==> src/design/bcr_pkg.sv <==
// Package for the buck controller register bank: offsets, fields,
// reset values, timing constants, sequencer states and carrier types.
// Assumes a 10 MHz core clock and an external serial engine.
package bcr_pkg;

  // Register offsets
  localparam logic [7:0] BCR_OFS_STATUS = 8'h00; // converter_status
  localparam logic [7:0] BCR_OFS_SWCTL = 8'h01;  // switching_control
  localparam logic [7:0] BCR_OFS_TIMA = 8'h02;   // timing_control_a
  localparam logic [7:0] BCR_OFS_TIMB = 8'h03;   // timing_control_b

  // Reset values
  localparam logic [7:0] BCR_RST_STATUS = 8'h40;
  localparam logic [7:0] BCR_RST_SWCTL = 8'h01;
  localparam logic [7:0] BCR_RST_TIMA = 8'h20;
  localparam logic [7:0] BCR_RST_TIMB = 8'h2e;

  // Writable bits; the rest read as zero
  localparam logic [7:0] BCR_MASK_SWCTL = 8'h05;
  localparam logic [7:0] BCR_MASK_TIM = 8'h3f;

  // Field positions
  localparam int BCR_B_SW_EN = 0;
  localparam int BCR_B_FCLR = 1;
  localparam int BCR_B_ILOAD = 2;
  localparam int BCR_B_UFLOOR = 5;
  localparam int BCR_F_LO = 0; // Freq / power save field, bits 1:0
  localparam int BCR_F_HI = 1;
  localparam int BCR_T_LO = 2; // Delay / soft-start field, bits 4:2
  localparam int BCR_T_HI = 4;
  localparam int BCR_B_DNS = 5; // Start-failure flag in the status word
  localparam int BCR_B_DCM = 6; // Discontinuous status bit
  localparam int BCR_B_PGD = 7; // Power-good status bit
  localparam int BCR_N_FLAGS = 6; // Count of sticky fault flags

  // Power-save codes
  localparam logic [1:0] BCR_PSV_LIGHT = 2'h1;
  localparam logic [1:0] BCR_PSV_ULTRA = 2'h2;

  // Soft-start code that already reaches the longest time
  localparam logic [2:0] BCR_SS_MAX_CODE = 3'h6;
  // Power-good delay is this fraction of soft start
  localparam int BCR_PG_DIV = 10;

  // Timing: base step of the delay ladders
  localparam int BCR_CLK_HZ = 10_000_000;
  localparam int BCR_STEP_US = 250;
  localparam int BCR_STEP_CYC = (BCR_STEP_US * (BCR_CLK_HZ / 1_000_000));
  localparam int BCR_TMR_W = 24;

  // Sequencer states
  typedef enum logic [4:0] {
    BCR_ST_OFF = 5'h01,
    BCR_ST_POD = 5'h02,
    BCR_ST_SS = 5'h04,
    BCR_ST_PGDLY = 5'h08,
    BCR_ST_RUN = 5'h10
  } bcr_state_t;

  // Conditions reported by the analog loop
  typedef struct packed {
    logic en_pin;        // External enable pin
    logic out_below_70;  // Output under 70% of target
    logic out_above_120; // Output 20% above target
    logic thermal_trip;  // Thermal detector tripped
    logic current_limit; // Inductor current at limit
    logic fb_below_80;   // Feedback under falling power-good level
    logic fb_above_90;   // Feedback over rising power-good level
    logic in_window;     // Output within +/-20% of regulation
    logic discontinuous; // Loop running in discontinuous conduction
    logic slewing_down;  // Output being slewed downward
  } bcr_cond_t;

  // Whole module state
  typedef struct packed {
    bcr_cond_t sync1;
    bcr_cond_t sync2;
    bcr_cond_t sync3;
    bcr_cond_t cond;
    logic [5:0] flags;
    logic clr_pend;
    logic [7:0] swctl;
    logic [7:0] tima;
    logic [7:0] timb;
    bcr_state_t state;
    logic [BCR_TMR_W-1:0] tmr;
    logic fb_reached;
    logic power_good;
    logic drive_en;
    logic soft_start;
    logic light_saver;
    logic ultra_saver;
    logic [1:0] ufloor;
    logic [1:0] freq;
    logic iload_on;
    logic [7:0] rdata;
  } bcr_regs_t;

endpackage : bcr_pkg

==> src/design/bcr_regs.sv <==
// Register bank and start-up sequencer of the buck regulator controller.
// Assumes a serial engine on the same clock drives the register port,
// and the analog loop drives the condition pins asynchronously.
//
// Function
// - Live status bits follow their conditions continuously.
// - Fault flags set on their condition and hold until cleared.
// - Bit 0 latches on output under 70% while current limiting.
// - Bit 1 latches on output 20% above target.
// - Bit 2 latches when the thermal detector trips.
// - Bit 3 latches when inductor current reaches its limit.
// - Bit 4 latches on feedback under 80% while not current limiting.
// - Bit 5 latches if feedback misses 90% within soft start.
// - Power good waits a tenth of the soft-start time.
// - Bit 6 shows discontinuous conduction, allowed only with power save.
// - Bit 6 also reads one while shut down, during the power-on delay and during soft start.
// - Bit 7 reads one exactly while power good is not pulled low.
// - Switching enable zero keeps both switch drives off.
// - Delay and soft start run only with enable bit and pin high.
// - Fault-clear write clears six flags, then the bit self-clears.
// - Internal load pulls the output down while slewing down.
// - Frequency field selects 250k, 500k, 750k or 1MHz.
// - Power-on delay: zero, then 250us doubling up to 16ms.
// - Soft start: 250us doubling to 16ms at 110; 111 also 16ms.
// - Ultrasonic floor code, split over two registers, selects 6.25-25kHz.
`timescale 1ns/10ps
`default_nettype none

module bcr_regs
  import bcr_pkg::*;
#(
  parameter int STEP_CYC = BCR_STEP_CYC
) (
  input wire logic i_clk,
  input wire logic i_rst,
  // Register port from the serial engine
  input wire logic [7:0] i_reg_addr,
  input wire logic i_reg_wr,
  input wire logic [7:0] i_reg_wdata,
  input wire logic i_reg_rd,
  output logic [7:0] o_reg_rdata,
  // Analog loop conditions (asynchronous)
  input wire logic i_en_pin,
  input wire logic i_out_below_70,
  input wire logic i_out_above_120,
  input wire logic i_thermal_trip,
  input wire logic i_current_limit,
  input wire logic i_fb_below_80,
  input wire logic i_fb_above_90,
  input wire logic i_in_window,
  input wire logic i_discontinuous,
  input wire logic i_slewing_down,
  // Settings toward the analog loop
  output logic o_drive_enable,
  output logic o_soft_start,
  output logic o_power_good,
  output logic [1:0] o_freq_select,
  output logic o_light_load_saver,
  output logic o_ultrasonic_saver,
  output logic [1:0] o_ultrasonic_floor_select,
  output logic o_internal_load_on
);

  bcr_regs_t s_r;
  bcr_regs_t s_nxt;
  bcr_cond_t pins;

  // Soft-start length in cycles; codes above 110 saturate
  function automatic logic [BCR_TMR_W-1:0] ss_cycles(input logic [2:0] code);
    logic [2:0] c;
    c = (code > BCR_SS_MAX_CODE) ? BCR_SS_MAX_CODE : code;
    ss_cycles = BCR_TMR_W'(STEP_CYC) << c;
  endfunction

  // Power-on delay in cycles; code zero means no delay
  function automatic logic [BCR_TMR_W-1:0] pod_cycles(input logic [2:0] code);
    pod_cycles = '0;
    if (code != 3'h0) begin
      pod_cycles = BCR_TMR_W'(STEP_CYC) << (code - 3'h1);
    end
  endfunction

  // Power-good delay: a tenth of soft start, at least one cycle
  function automatic logic [BCR_TMR_W-1:0] pg_cycles(input logic [2:0] code);
    logic [BCR_TMR_W-1:0] t;
    t = ss_cycles(code) / BCR_TMR_W'(BCR_PG_DIV);
    pg_cycles = (t == '0) ? BCR_TMR_W'(1) : t;
  endfunction

  // Gather the pins into one vector for synchronising
  always_comb begin
    pins.en_pin = i_en_pin;
    pins.out_below_70 = i_out_below_70;
    pins.out_above_120 = i_out_above_120;
    pins.thermal_trip = i_thermal_trip;
    pins.current_limit = i_current_limit;
    pins.fb_below_80 = i_fb_below_80;
    pins.fb_above_90 = i_fb_above_90;
    pins.in_window = i_in_window;
    pins.discontinuous = i_discontinuous;
    pins.slewing_down = i_slewing_down;
  end

  // Next-state logic for the whole block
  always_comb begin
    logic [5:0] events;
    logic [7:0] status;
    logic sw_en;
    logic go;
    logic ps_on;
    bcr_cond_t c;
    events = '0;
    status = '0;
    sw_en = 1'b0;
    go = 1'b0;
    ps_on = 1'b0;
    c = '0;
    s_nxt = s_r;

    // Three-stage synchroniser; a change counts when stages 2 and 3 agree
    s_nxt.sync1 = pins;
    s_nxt.sync2 = s_r.sync1;
    s_nxt.sync3 = s_r.sync2;
    for (int i = 0; i < $bits(bcr_cond_t); i++) begin
      if (s_r.sync2[i] == s_r.sync3[i]) begin
        s_nxt.cond[i] = s_r.sync3[i];
      end
    end
    c = s_r.cond;

    // Register writes; reserved bits stay zero
    s_nxt.clr_pend = 1'b0;
    if (i_reg_wr) begin
      case (i_reg_addr)
        BCR_OFS_SWCTL: begin
          s_nxt.swctl = i_reg_wdata & BCR_MASK_SWCTL;
          s_nxt.clr_pend = i_reg_wdata[BCR_B_FCLR];
        end
        BCR_OFS_TIMA: s_nxt.tima = i_reg_wdata & BCR_MASK_TIM;
        BCR_OFS_TIMB: s_nxt.timb = i_reg_wdata & BCR_MASK_TIM;
        default: ;
      endcase
    end

    sw_en = s_r.swctl[BCR_B_SW_EN];
    go = sw_en && c.en_pin;

    // Sequencer: off, power-on delay, soft start, power-good delay, run
    s_nxt.fb_reached = s_r.fb_reached | c.fb_above_90;
    if (s_r.tmr != '0) begin
      s_nxt.tmr = s_r.tmr - BCR_TMR_W'(1);
    end
    if (!go) begin
      s_nxt.state = BCR_ST_OFF;
      s_nxt.tmr = '0;
    end else begin
      case (s_r.state)
        BCR_ST_OFF: begin
          s_nxt.state = BCR_ST_POD;
          s_nxt.tmr = pod_cycles(s_r.tima[BCR_T_HI:BCR_T_LO]);
        end
        BCR_ST_POD: begin
          if (s_r.tmr == '0) begin
            s_nxt.state = BCR_ST_SS;
            s_nxt.tmr = ss_cycles(s_r.timb[BCR_T_HI:BCR_T_LO]);
            s_nxt.fb_reached = 1'b0;
          end
        end
        BCR_ST_SS: begin
          if (s_r.tmr == '0) begin
            events[BCR_B_DNS] = !s_r.fb_reached;
            s_nxt.state = BCR_ST_PGDLY;
            s_nxt.tmr = pg_cycles(s_r.timb[BCR_T_HI:BCR_T_LO]);
          end
        end
        BCR_ST_PGDLY: begin
          if (s_r.tmr == '0) begin
            s_nxt.state = BCR_ST_RUN;
          end
        end
        BCR_ST_RUN: ;
        default: begin
          s_nxt.state = BCR_ST_OFF;
          s_nxt.tmr = '0;
        end
      endcase
    end

    // Fault events feeding the sticky flags
    events[0] = c.out_below_70 && c.current_limit;
    events[1] = c.out_above_120;
    events[2] = c.thermal_trip;
    events[3] = c.current_limit;
    events[4] = c.fb_below_80 && !c.current_limit;

    // Sticky flags; a new event beats the clear
    for (int i = 0; i < BCR_N_FLAGS; i++) begin
      if (events[i]) begin
        s_nxt.flags[i] = 1'b1;
      end else if (s_r.clr_pend) begin
        s_nxt.flags[i] = 1'b0;
      end
    end

    // Settings driven toward the analog loop
    ps_on = (s_r.timb[BCR_F_HI:BCR_F_LO] == BCR_PSV_LIGHT) ||
            (s_r.timb[BCR_F_HI:BCR_F_LO] == BCR_PSV_ULTRA);
    s_nxt.drive_en = go && (s_r.state != BCR_ST_OFF)
                     && (s_r.state != BCR_ST_POD);
    // Soft start drops together with the drives when switching is withdrawn
    s_nxt.soft_start = go && (s_r.state == BCR_ST_SS);
    s_nxt.power_good = (s_r.state == BCR_ST_RUN) && c.in_window;
    s_nxt.freq = s_r.tima[BCR_F_HI:BCR_F_LO];
    s_nxt.light_saver = (s_r.timb[BCR_F_HI:BCR_F_LO] == BCR_PSV_LIGHT);
    s_nxt.ultra_saver = (s_r.timb[BCR_F_HI:BCR_F_LO] == BCR_PSV_ULTRA);
    s_nxt.ufloor = {s_r.timb[BCR_B_UFLOOR], s_r.tima[BCR_B_UFLOOR]};
    s_nxt.iload_on = s_r.swctl[BCR_B_ILOAD] && c.slewing_down;

    // Status word: sticky flags plus live bits
    status[5:0] = s_r.flags;
    status[BCR_B_DCM] = (s_r.state == BCR_ST_OFF) || (s_r.state == BCR_ST_POD)
                || (s_r.state == BCR_ST_SS)
                || (ps_on && c.discontinuous);
    status[BCR_B_PGD] = s_r.power_good;

    // Read data, held until the next read
    if (i_reg_rd) begin
      case (i_reg_addr)
        BCR_OFS_STATUS: s_nxt.rdata = status;
        BCR_OFS_SWCTL: s_nxt.rdata = s_r.swctl;
        BCR_OFS_TIMA: s_nxt.rdata = s_r.tima;
        BCR_OFS_TIMB: s_nxt.rdata = s_r.timb;
        default: s_nxt.rdata = 8'h00;
      endcase
    end
  end

  // State register with synchronous reset
  always_ff @(posedge i_clk) begin
    if (i_rst) begin
      s_r <= '0;
      s_r.flags <= BCR_RST_STATUS[5:0];
      s_r.swctl <= BCR_RST_SWCTL;
      s_r.tima <= BCR_RST_TIMA;
      s_r.timb <= BCR_RST_TIMB;
      s_r.state <= BCR_ST_OFF;
    end else begin
      s_r <= s_nxt;
    end
  end

  // Outputs straight from the state flip-flops
  assign o_reg_rdata = s_r.rdata;
  assign o_drive_enable = s_r.drive_en;
  assign o_soft_start = s_r.soft_start;
  assign o_power_good = s_r.power_good;
  assign o_freq_select = s_r.freq;
  assign o_light_load_saver = s_r.light_saver;
  assign o_ultrasonic_saver = s_r.ultra_saver;
  assign o_ultrasonic_floor_select = s_r.ufloor;
  assign o_internal_load_on = s_r.iload_on;

endmodule // bcr_regs

`default_nettype wire

==> config.mk <==
export PLATFORM = sky130hd
export DESIGN_NAME = bcr_regs
export DESIGN_NICKNAME = d
export VERILOG_FILES = /design/src/design/bcr_pkg.sv /design/src/design/bcr_regs.sv
export SDC_FILE = /design/constraint.sdc
export NUM_CORES = 1
export LEC_CHECK = 0
export BUFFER_PORTS_ARGS = -buffer_cell sky130_fd_sc_hd__buf_2
export CAP_MARGIN = 20
export CORE_MARGIN = 5
export CORE_UTILIZATION = 30
export DETAILED_ROUTE_END_ITERATION = 8
export PLACE_DENSITY = 0.53
export RECOVER_POWER = 25
export SETUP_SLACK_MARGIN = 0.15
export SLEW_MARGIN = 5
export SYNTH_ARGS = -nofsm -noshare
export SYNTH_HDL_FRONTEND = slang
export SYNTH_SLANG_ARGS = --single-unit
export TNS_END_PERCENT = 50
==> constraint.sdc <==
create_clock -name i_clk -period 9.6 [get_ports i_clk]
set_clock_uncertainty 0.2 [all_clocks]
set_input_delay 1.92 -clock i_clk [delete_from_list [all_inputs] [get_ports i_clk]]
set_output_delay 1.92 -clock i_clk [all_outputs]
set_load 0.005 [all_outputs]
Word level (Yosys, flattened, before mapping)
Index checks and enable logic that the tools add are counted.

Bits of input ports: 30. Logic and storage cells: 153. Register bits: 109. Output and inout bits: 18.

Muxes and demuxes: 22. Div/mod/pow operators: 1. Shift operators: 2. Bitwise logic cells: 5. Equality and inequality tests: 25. Reduce and logical (&&, ||, !) cells: 33. Add/subtract/negate cells: 2. $lt $le $gt $ge: 1.

Operator list (count): 24-bit one-hot mux with 4 select lines (1); 24-bit 2-to-1 mux (3); 24-bit zero test (2); 12-bit by 3-bit left shift with 24-bit output, first input constant (2); 8-bit one-hot mux with 4 select lines (1); 30-bit 2-to-1 mux (1); 29-bit 2-to-1 mux (1); 5-bit one-hot mux with 5 select lines (1); 24-bit by 4-bit divider with 24-bit output, second input constant (1); 24-bit nonzero test (1); 24-bit by 1-bit subtractor with 24-bit output, second input constant (1); 8-bit by 2-bit equality test with 1-bit output, second input constant (2); 1-bit 2-to-1 mux (12); 2-bit nonzero test (6); 1-bit equality test (10); 1-bit logical AND (9); 8-bit by 1-bit equality test with 1-bit output, second input constant (1); 8-bit zero test (1); 2-bit inequality test, second input constant (3); 2-bit AND reduction (3); 5-bit by 1-bit equality test with 1-bit output, second input constant (1); 5-bit by 2-bit equality test with 1-bit output, second input constant (1); 5-bit by 3-bit equality test with 1-bit output, second input constant (1); 5-bit by 4-bit equality test with 1-bit output, second input constant (1); 17 further kinds (25).

Depth between registers and ports, before layout
Gate-level depths: netlist of the first run.

Depth after elaboration: 8. Gate-level depth with buffers: 43. Depth with buffers taken out: 33.

Worst setup path after synthesis of the first run
Ideal clock, no wire load.

Kind: flip-flop to flip-flop. From: reg s_r[51] (netlist name). To: reg s_r[20] (netlist name). Path buffers: 8. Setup time: 0.077 ns. Arrival time: 10.194 ns. Data required time: 9.323 ns. Period minus slack after synthesis: 10.471 ns. Cell stages (with the launch flop): 42. Path slack: -0.871 ns. Cell sequence: dfxtp_1 > ha_1 > buf_6 > clkbuf_1 > clkbuf_1 > nor2_1 > inv_1 > ha_1 > clkbuf_1 > and3b_1 > a311oi_4 > nor3_4 > or4_4 > and3_1 > buf_6 > o311a_1 > nor2_4 > a21oi_1 > [6 not listed] > a311o_1 > a31o_1 > or4_4 > a21o_4 > o311ai_2 > mux2_2 > nor3_1 > nand4_1 > and3_1 > a2111oi_1 > or3b_1 > nand4bb_1 > buf_2 > xor2_1 > ha_1 > nand2_1 > o2111a_1 > a41oi_2.

Word-level cells in the longest chain between the ends: 8. Elaborated cells on any way between the ends: 9. Those cells by class: div (1); order compare (1); shift (1); mux (5); reduce/logical (1).

Ends and longest elaborated chain: start, declared (RTL line bcr_regs.sv:64) `bcr_regs_t s_r;`; start signal, assigned (RTL line bcr_regs.sv:248) `s_r <= s_nxt;`; 3-bit > comparator (RTL line bcr_regs.sv:71) `c = (code > BCR_SS_MAX_CODE) ? BCR_SS_MAX_CODE : code;`; 3-bit 2-to-1 mux (*) (RTL line bcr_regs.sv:71); 12-bit by 3-bit left shift with 24-bit output (*) (RTL line bcr_regs.sv:72) `ss_cycles = BCR_TMR_W'(STEP_CYC) << c;`; 24-bit by 4-bit divider with 24-bit output (RTL line bcr_regs.sv:86) `t = ss_cycles(code) / BCR_TMR_W'(BCR_PG_DIV);`; 24-bit zero test (RTL line bcr_regs.sv:87) `pg_cycles = (t == '0) ? BCR_TMR_W'(1) : t;`; 24-bit 2-to-1 mux (RTL line bcr_regs.sv:87); 29-bit 2-to-1 mux (RTL line bcr_regs.sv:170) `if (s_r.tmr == '0) begin`; 24-bit one-hot mux with 4 select lines (*) (RTL line bcr_regs.sv:157) `case (s_r.state)`.

Mark *: on every way between the ends. The rest lies on a longest branch, timed or not. The select of a mux whose other input is x is not followed. A chain may end at the register's enable or synchronous reset.

Final worst setup path of the first run
From: reg s_r[52] (netlist name). To: reg s_r[20] (netlist name).

Same word-level chain as after synthesis.

==> results by group, run 1 <==
Timing
  – Setup tns final: 0 ns
  – Tcrit/Tclk final: 99.3%
  – Slew HR: -106%
  – Worst-margin pin slew: 3.09 ns
  – Fmax achieved: 105 MHz
  – WHS: 0.236 ns
  – Final slew viol count: 79
  – Final setup fails: 0
  – Final WS setup: 0.0671 ns
  – Unrepaired setup endpoints after global routing: true
  – Final hold violation count: 0
  – Fin crit period: 9.53 ns

Synthesis
  – Top cell type by total area after synthesis: dfxtp_1
  – Number of synthesized register bits: 109
  – Synth warn: 0
  – Post-synth top cells: nor2_1 (147), dfxtp_1 (109), nand2_1 (102), a21oi_1 (72), o21ai_0 (66)
  – Avg Inst Size Synth: 7.62 um^2
  – Number of synthesized flops with an enable pin: 0
  – Seq/Total Area, Yosys: 22.6%
  – Yosys cell types: 113
  – Mapped Area: 9650 um^2
  – Synth area leaders: dfxtp_1 (23%), nor2_1 (5.7%), nand2_1 (4.0%)
  – Main synth FF type: dfxtp_1
  – Most common cell in the netlist: nor2_1
  – Synth Net Count: 1322
  – Post-Syn Instances: 1267
  – Async S/R FF share, synth: 0%
  – Post-synth top area share: 22.6%

Hold path
  – Hold depth: 1
  – Hold Path End: s_nxt[92]$_SDFF_PP0_
  – Hold_sp: s_nxt[102]$_SDFF_PP0_
  – HP Class: reg2reg

Clock tree
  – CTS buffer count: 9
  – Clock-pin slew on the worst setup and hold paths: 0.08 ns
  – Clock root cell: clkbuf_16
  – Clk buf depth: 2
  – H-Tree Depth: 3
  – Sinks on the clock net: 109
  – CTS tree: done
  – Clock Latency Late Sink: 0.35 ns

Floorplanning
  – Site row count: 65
  – # IOs: 48
  – Chip height: 189 um
  – Die ar.: 35900 um^2
  – Core ar.: 31600 um^2
  – Die W: 189 um
  – Starting density of the core: 30.5%

Global route
  – Largest net degree at the start of global routing: 79
  – Global-route wire length before repair: 54600 um
  – Total gr overflow: 0
  – Vias in the first global route: 10.3k
  – Initial antenna violation count: 1
  – Tot GR Track Use: 18.2%

Cells and area
  – Fill cells: 3240
  – Sequential cell area: 2180 um^2
  – Layout area overhead: 35.3%
  – Layout cell share with drive strength beyond 1: 31.9%
  – Layout Nets: 1581
  – Multi-input gate area: 7530 um^2

Setup path
  – CP Data Required Time: 9.68 ns
  – CP Launch Type: flip-flop
  – Critical setup path kind: reg2reg
  – CP Capture Type: flip-flop
  – CP max stage delay: 0.54 ns
  – Critical-path top delay cell: or4_4
  – Reg2reg setup slack: 0.07 ns
  – Cell family with most CP delay: simple AND/OR/NAND/NOR gates
  – CP Depth: 39
  – Worst Path Arrival: 9.61 ns
  – CP Max Fanout: 8
  – Crit path buffers/inverters: 8
  – Reg2reg start: s_r[52]$_SDFFE_PP0P_
  – Worst r2r dst: s_r[20]$_SDFF_PP0_
  – Cell mode on critical path: buf_4
  – Worst r2r path cells: 39

Pwr
  – Pleak: 5.50 nW
  – Worst vdd ir: 0.122 mV
  – Power density over the cells: 95.9 nW/um^2

Status
  – Status: finished, violations left
  – Failing checks: capacitance limit, slew limit

Detailed routing
  – Routed wire length: 33800 um
  – ANT nets after route: 0
  – DR DRC count: 0
  – DRT Pass-1 Iters: 5
  – Initial drt markers: 950
  – Routed via count: 10.6k
  – Via density per instance: 5.50
  – Routed length per instance: 17.5 um

Placed design
  – Setup WS pre-CTS: -0.218 ns
  – Placer Congestion: 0.895
  – Detailed-placement wirelength estimate: 25500 um
  – I/O Buffers: 45

Job
  – Maxcap violations: 1
[registers in the layout, indices dropped and copies added (netlist names)]
name and count:
o_ultrasonic_floor_select 2, s_r 67, o_freq_select 2, o_soft_start 1, s_nxt 24, o_internal_load_on 1, o_light_load_saver 1, o_power_good 1
o_ultrasonic_saver 1, o_reg_rdata 8, o_drive_enable 1
[placed cells by master, fill, tap and decap left out, types with 16 or more instances in the layout]
cell        n
buf_4     269
nor2_1    146
dfxtp_1   107
nand2_1   102
a21oi_1    70
o21ai_0    65
nor2b_1    53
buf_2      44
nand3_1    38
nor3_1     32
inv_1      30
xnor2_1    29
xor2_1     24
mux2i_1    21
nand2b_1   20
ha_1       19
a31oi_1    18
nor4_1     16
[power by group]
group | switching, mW | leakage, nW | internal [mW] | total [mW]
registers | 0.00203 | 0.884 | 0.458 | 0.460
clock network | 0.186 | 0.145 | 0.185 | 0.371
logic | 0.207 | 4.47 | 0.215 | 0.422
total | 0.395 | 5.50 | 0.858 | 1.25
[metal layers]
layer / wire (um) / GRT usage, % / part of all wire (%) / vias to the layer above
li1: - / - / - / 5245
met1: 16200 / 25.7 / 48 / 5076
met2: 15900 / 30.2 / 47 / 274
met3: 1130 / 1.11 / 3.4 / 45
met4: 642 / 5.01 / 1.9 / 0
met5: 0 / 0 / 0 / -
[kinds of logic after synthesis]
family          Yosys count  synth area share [%]
buf+inv                 112                  5.33
compound gates          377                  29.1
simple gates            553                  30.4
mux                      36                  4.38
fa+ha+maj                25                  3.24
flops                   109                  22.6
xor+xnor                 55                  4.99
[stage by stage]
stage	cells	area [um^2]	total power [mW]	utilization [%]
after detailed placement	1890	12100	0.844	38.2
after CTS	1928	12900	1.25	40.8
after floorplan	1267	9860	0.684	-
after global placement	1890	12100	0.843	38.2
final	1934	13100	1.25	41.3
after global routing	1934	13100	1.32	41.3
[worst max-delay path by stage]
| stage | slack (ns) | to | startpoint |
|---|---|---|---|
| finish | 0.07 | s_r[20]$_SDFF_PP0_ | s_r[52]$_SDFFE_PP0P_ |
| global route | -0.37 | s_r[20]$_SDFF_PP0_ | s_r[52]$_SDFFE_PP0P_ |
| CTS | 0.17 | s_r[20]$_SDFF_PP0_ | s_r[52]$_SDFFE_PP0P_ |
| detailed placement | -0.22 | s_r[20]$_SDFF_PP0_ | s_r[51]$_SDFFE_PP1P_ |
| global placement | -0.15 | s_r[20]$_SDFF_PP0_ | s_r[51]$_SDFFE_PP1P_ |
| floorplan | -0.03 | s_r[20]$_SDFF_PP0_ | s_r[51]$_SDFFE_PP1P_ |
[cell type report]
cell class / instances / share of cell area (%)
antenna: 1 / 0.0192
sequential: 109 / 16.7
clock inverter: 7 / 0.584
inverter: 34 / 0.977
multi-input combinational: 1046 / 57.6
clock buffer: 9 / 1.72
timing repair buffer: 326 / 18.5
tap: 402 / 3.85
[timing repair]
action / 4_1_cts / 5_1_grt
pin swaps: 39 / 18
endpoints found under the setup margin: 1 / 2
resized for setup: 57 / 21
buffers inserted: 22 / 5
hold buffers: 0 / 0
Note: power is estimated with default switching activity, not from simulation.
==> run 2, diff against run 1 <==
--- a/config.mk
+++ b/config.mk
@@ -10,6 +10,7 @@
 export CORE_MARGIN = 5
 export CORE_UTILIZATION = 30
 export DETAILED_ROUTE_END_ITERATION = 8
+export GPL_TIMING_DRIVEN = 0
 export PLACE_DENSITY = 0.53
 export RECOVER_POWER = 25
 export SETUP_SLACK_MARGIN = 0.15
==> run 2 against run 1 <==
Net effect:
- the flow finishes with violations (setup timing)
- combinational power is 11% lower
- cell area is 2.5% lower
- routed wire length is 3.9% higher
- global-route usage is 0.22 points higher
- utilization is 1.0 points lower
- die area stayed put
- sequential cell count stayed put
- critical path depth is 2 lower
- largest cell class unchanged
==> results by group, run 2 (synthesis results as in run 1) <==
Status
  – Status: finished, violations left
  – Failing checks: setup timing

Cells and area
  – Commonest non-fill, non-tap cell in the layout: nor2_1
  – Final core occ: 40.2%
  – Most frequent cells in the layout: nor2_1 (144), buf_4 (120), dfxtp_1 (107), nand2_1 (100), a21oi_1 (68)
  – Fill cells: 3263
  – Number of flip-flops under the largest register name: 67
  – Sequential cell area: 2190 um^2
  – Register with the most flip-flops: s_r
  – Multi-input gate area: 7920 um^2
  – ANT cells: 0
  – Layout Nets: 1493
  – Design area: 12700 um^2
  – Layout cell share with drive strength beyond 1: 28.2%
  – Layout area overhead: 31.9%

Setup path
  – CP Capture Type: flip-flop
  – CP Data Required Time: 9.69 ns
  – Cell family with most CP delay: simple AND/OR/NAND/NOR gates
  – Crit path buffers/inverters: 8
  – CP Depth: 37
  – CP max stage delay: 0.59 ns
  – CP Max Fanout: 10
  – Critical setup path kind: reg2reg
  – CP Launch Type: flip-flop
  – Critical-path top delay cell: or4_4
  – Cell mode on critical path: or4_4
  – Worst r2r path cells: 37
  – Worst Path Arrival: 10.35 ns

Detailed routing
  – Via density per instance: 5.76
  – DRT Pass-1 Iters: 6
  – ANT nets after route: 0
  – Routed length per instance: 19.0 um
  – Initial drt markers: 1107
  – DR DRC count: 0
  – Routed wire length: 35100 um
  – Routed via count: 10.6k

Placed design
  – Detailed-placement wirelength estimate: 25400 um
  – Dpl cell area: 10600 um^2
  – Placer Congestion: 0.897
  – I/O Buffers: 44

Pwr
  – Pleak: 5.10 nW
  – Worst vdd ir: 0.109 mV
  – Power density over the cells: 95.2 nW/um^2
  – Final Power: 1.21 mW

Clock tree
  – H-Tree Depth: 3
  – Clock root cell: clkbuf_16
  – Hold_buf cts: 0
  – CTS buffer count: 9
  – Sinks on the clock net: 109
  – Clock Latency Late Sink: 0.35 ns
  – CTS tree: done
  – Clock-pin slew on the worst setup and hold paths: 0.08 ns
  – Clk buf depth: 2

Floorplanning
  – # IOs: 48
  – Starting density of the core: 30.5%
  – Die W: 189 um
  – Chip height: 189 um
  – Die ar.: 35900 um^2
  – Site row count: 65
  – Core ar.: 31600 um^2

Timing
  – Fmax achieved: 97.4 MHz
  – Final setup fails: 2
  – Worst-margin pin slew: 1.07 ns
  – Fin crit period: 10.26 ns
  – Tcrit/Tclk final: 107%
  – Final hold violation count: 0
  – Unrepaired setup endpoints after global routing: true
  – Slew HR: 28.5%
  – Final WS setup: -0.665 ns
  – Final slew viol count: 0

Job
  – Maxcap violations: 0

Global route
  – Global-route wire length before repair: 54800 um
  – Total gr overflow: 0
  – Initial antenna violation count: 0
  – Tot GR Track Use: 18.4%
  – Largest net degree at the start of global routing: 23
  – Vias in the first global route: 9890

Hold path
  – HP Class: reg2reg
  – Hold depth: 1
## run 2: per-stage QoR
stage | cells | hold WS [ns] | setup WS [ns] | TNS, ns
after detailed placement | 1713 | 0.222 | -1.80 | -2.90
after global placement | 1713 | 0.215 | -1.80 | -2.90
after floorplan | 1267 | 0.214 | -0.0286 | -0.0286
after global routing | 1845 | 0.258 | -0.933 | -1.40
final | 1845 | 0.238 | -0.665 | -0.873
after CTS | 1793 | 0.243 | -0.671 | -0.920
## run 2: final timing paths
| path | slack [ns] | from | endpoint |
|---|---|---|---|
| max | -0.66 | s_r[51]$_SDFFE_PP1P_ | s_r[20]$_SDFF_PP0_ |
| min | 0.24 | s_nxt[104]$_SDFF_PP0_ | s_nxt[94]$_SDFF_PP0_ |
| max reg2reg | -0.66 | s_r[51]$_SDFFE_PP1P_ | s_r[20]$_SDFF_PP0_ |
| min reg2reg | 0.24 | s_nxt[104]$_SDFF_PP0_ | s_nxt[94]$_SDFF_PP0_ |
## run 2: layout make-up
type / count / area share (%)
inverters: 34 / 1.00
repair buffers: 160 / 9.17
flip-flops and latches: 109 / 17.2
clock inverters: 7 / 0.698
multi-input cells: 1046 / 62.2
plain buffers: 78 / 4.03
clock buffers: 9 / 1.77
well taps: 402 / 3.95
## run 2: repair_timing
item / in CTS / in global routing
endpoints found under the setup margin: 2 / 2
pin swaps: 51 / 59
gates resized for setup: 83 / 88
setup buffers: 64 / 52
cloned: 0 / 0
## run 2: power breakdown
group / switching, mW / internal, mW / leakage [nW]
Clock: 0.191 / 0.188 / 0.152
Combinational: 0.202 / 0.172 / 4.07
Sequential: 0.00217 / 0.457 / 0.885
## run 2: layer usage
metal | track usage, % | part of all wire [%] | wire, um
met1 | 25.7 | 45 | 16000
met3 | 1.84 | 5.2 | 1830
met2 | 31.1 | 47 | 16700
met5 | 0 | 0 | 0
met4 | 3.90 | 1.9 | 678
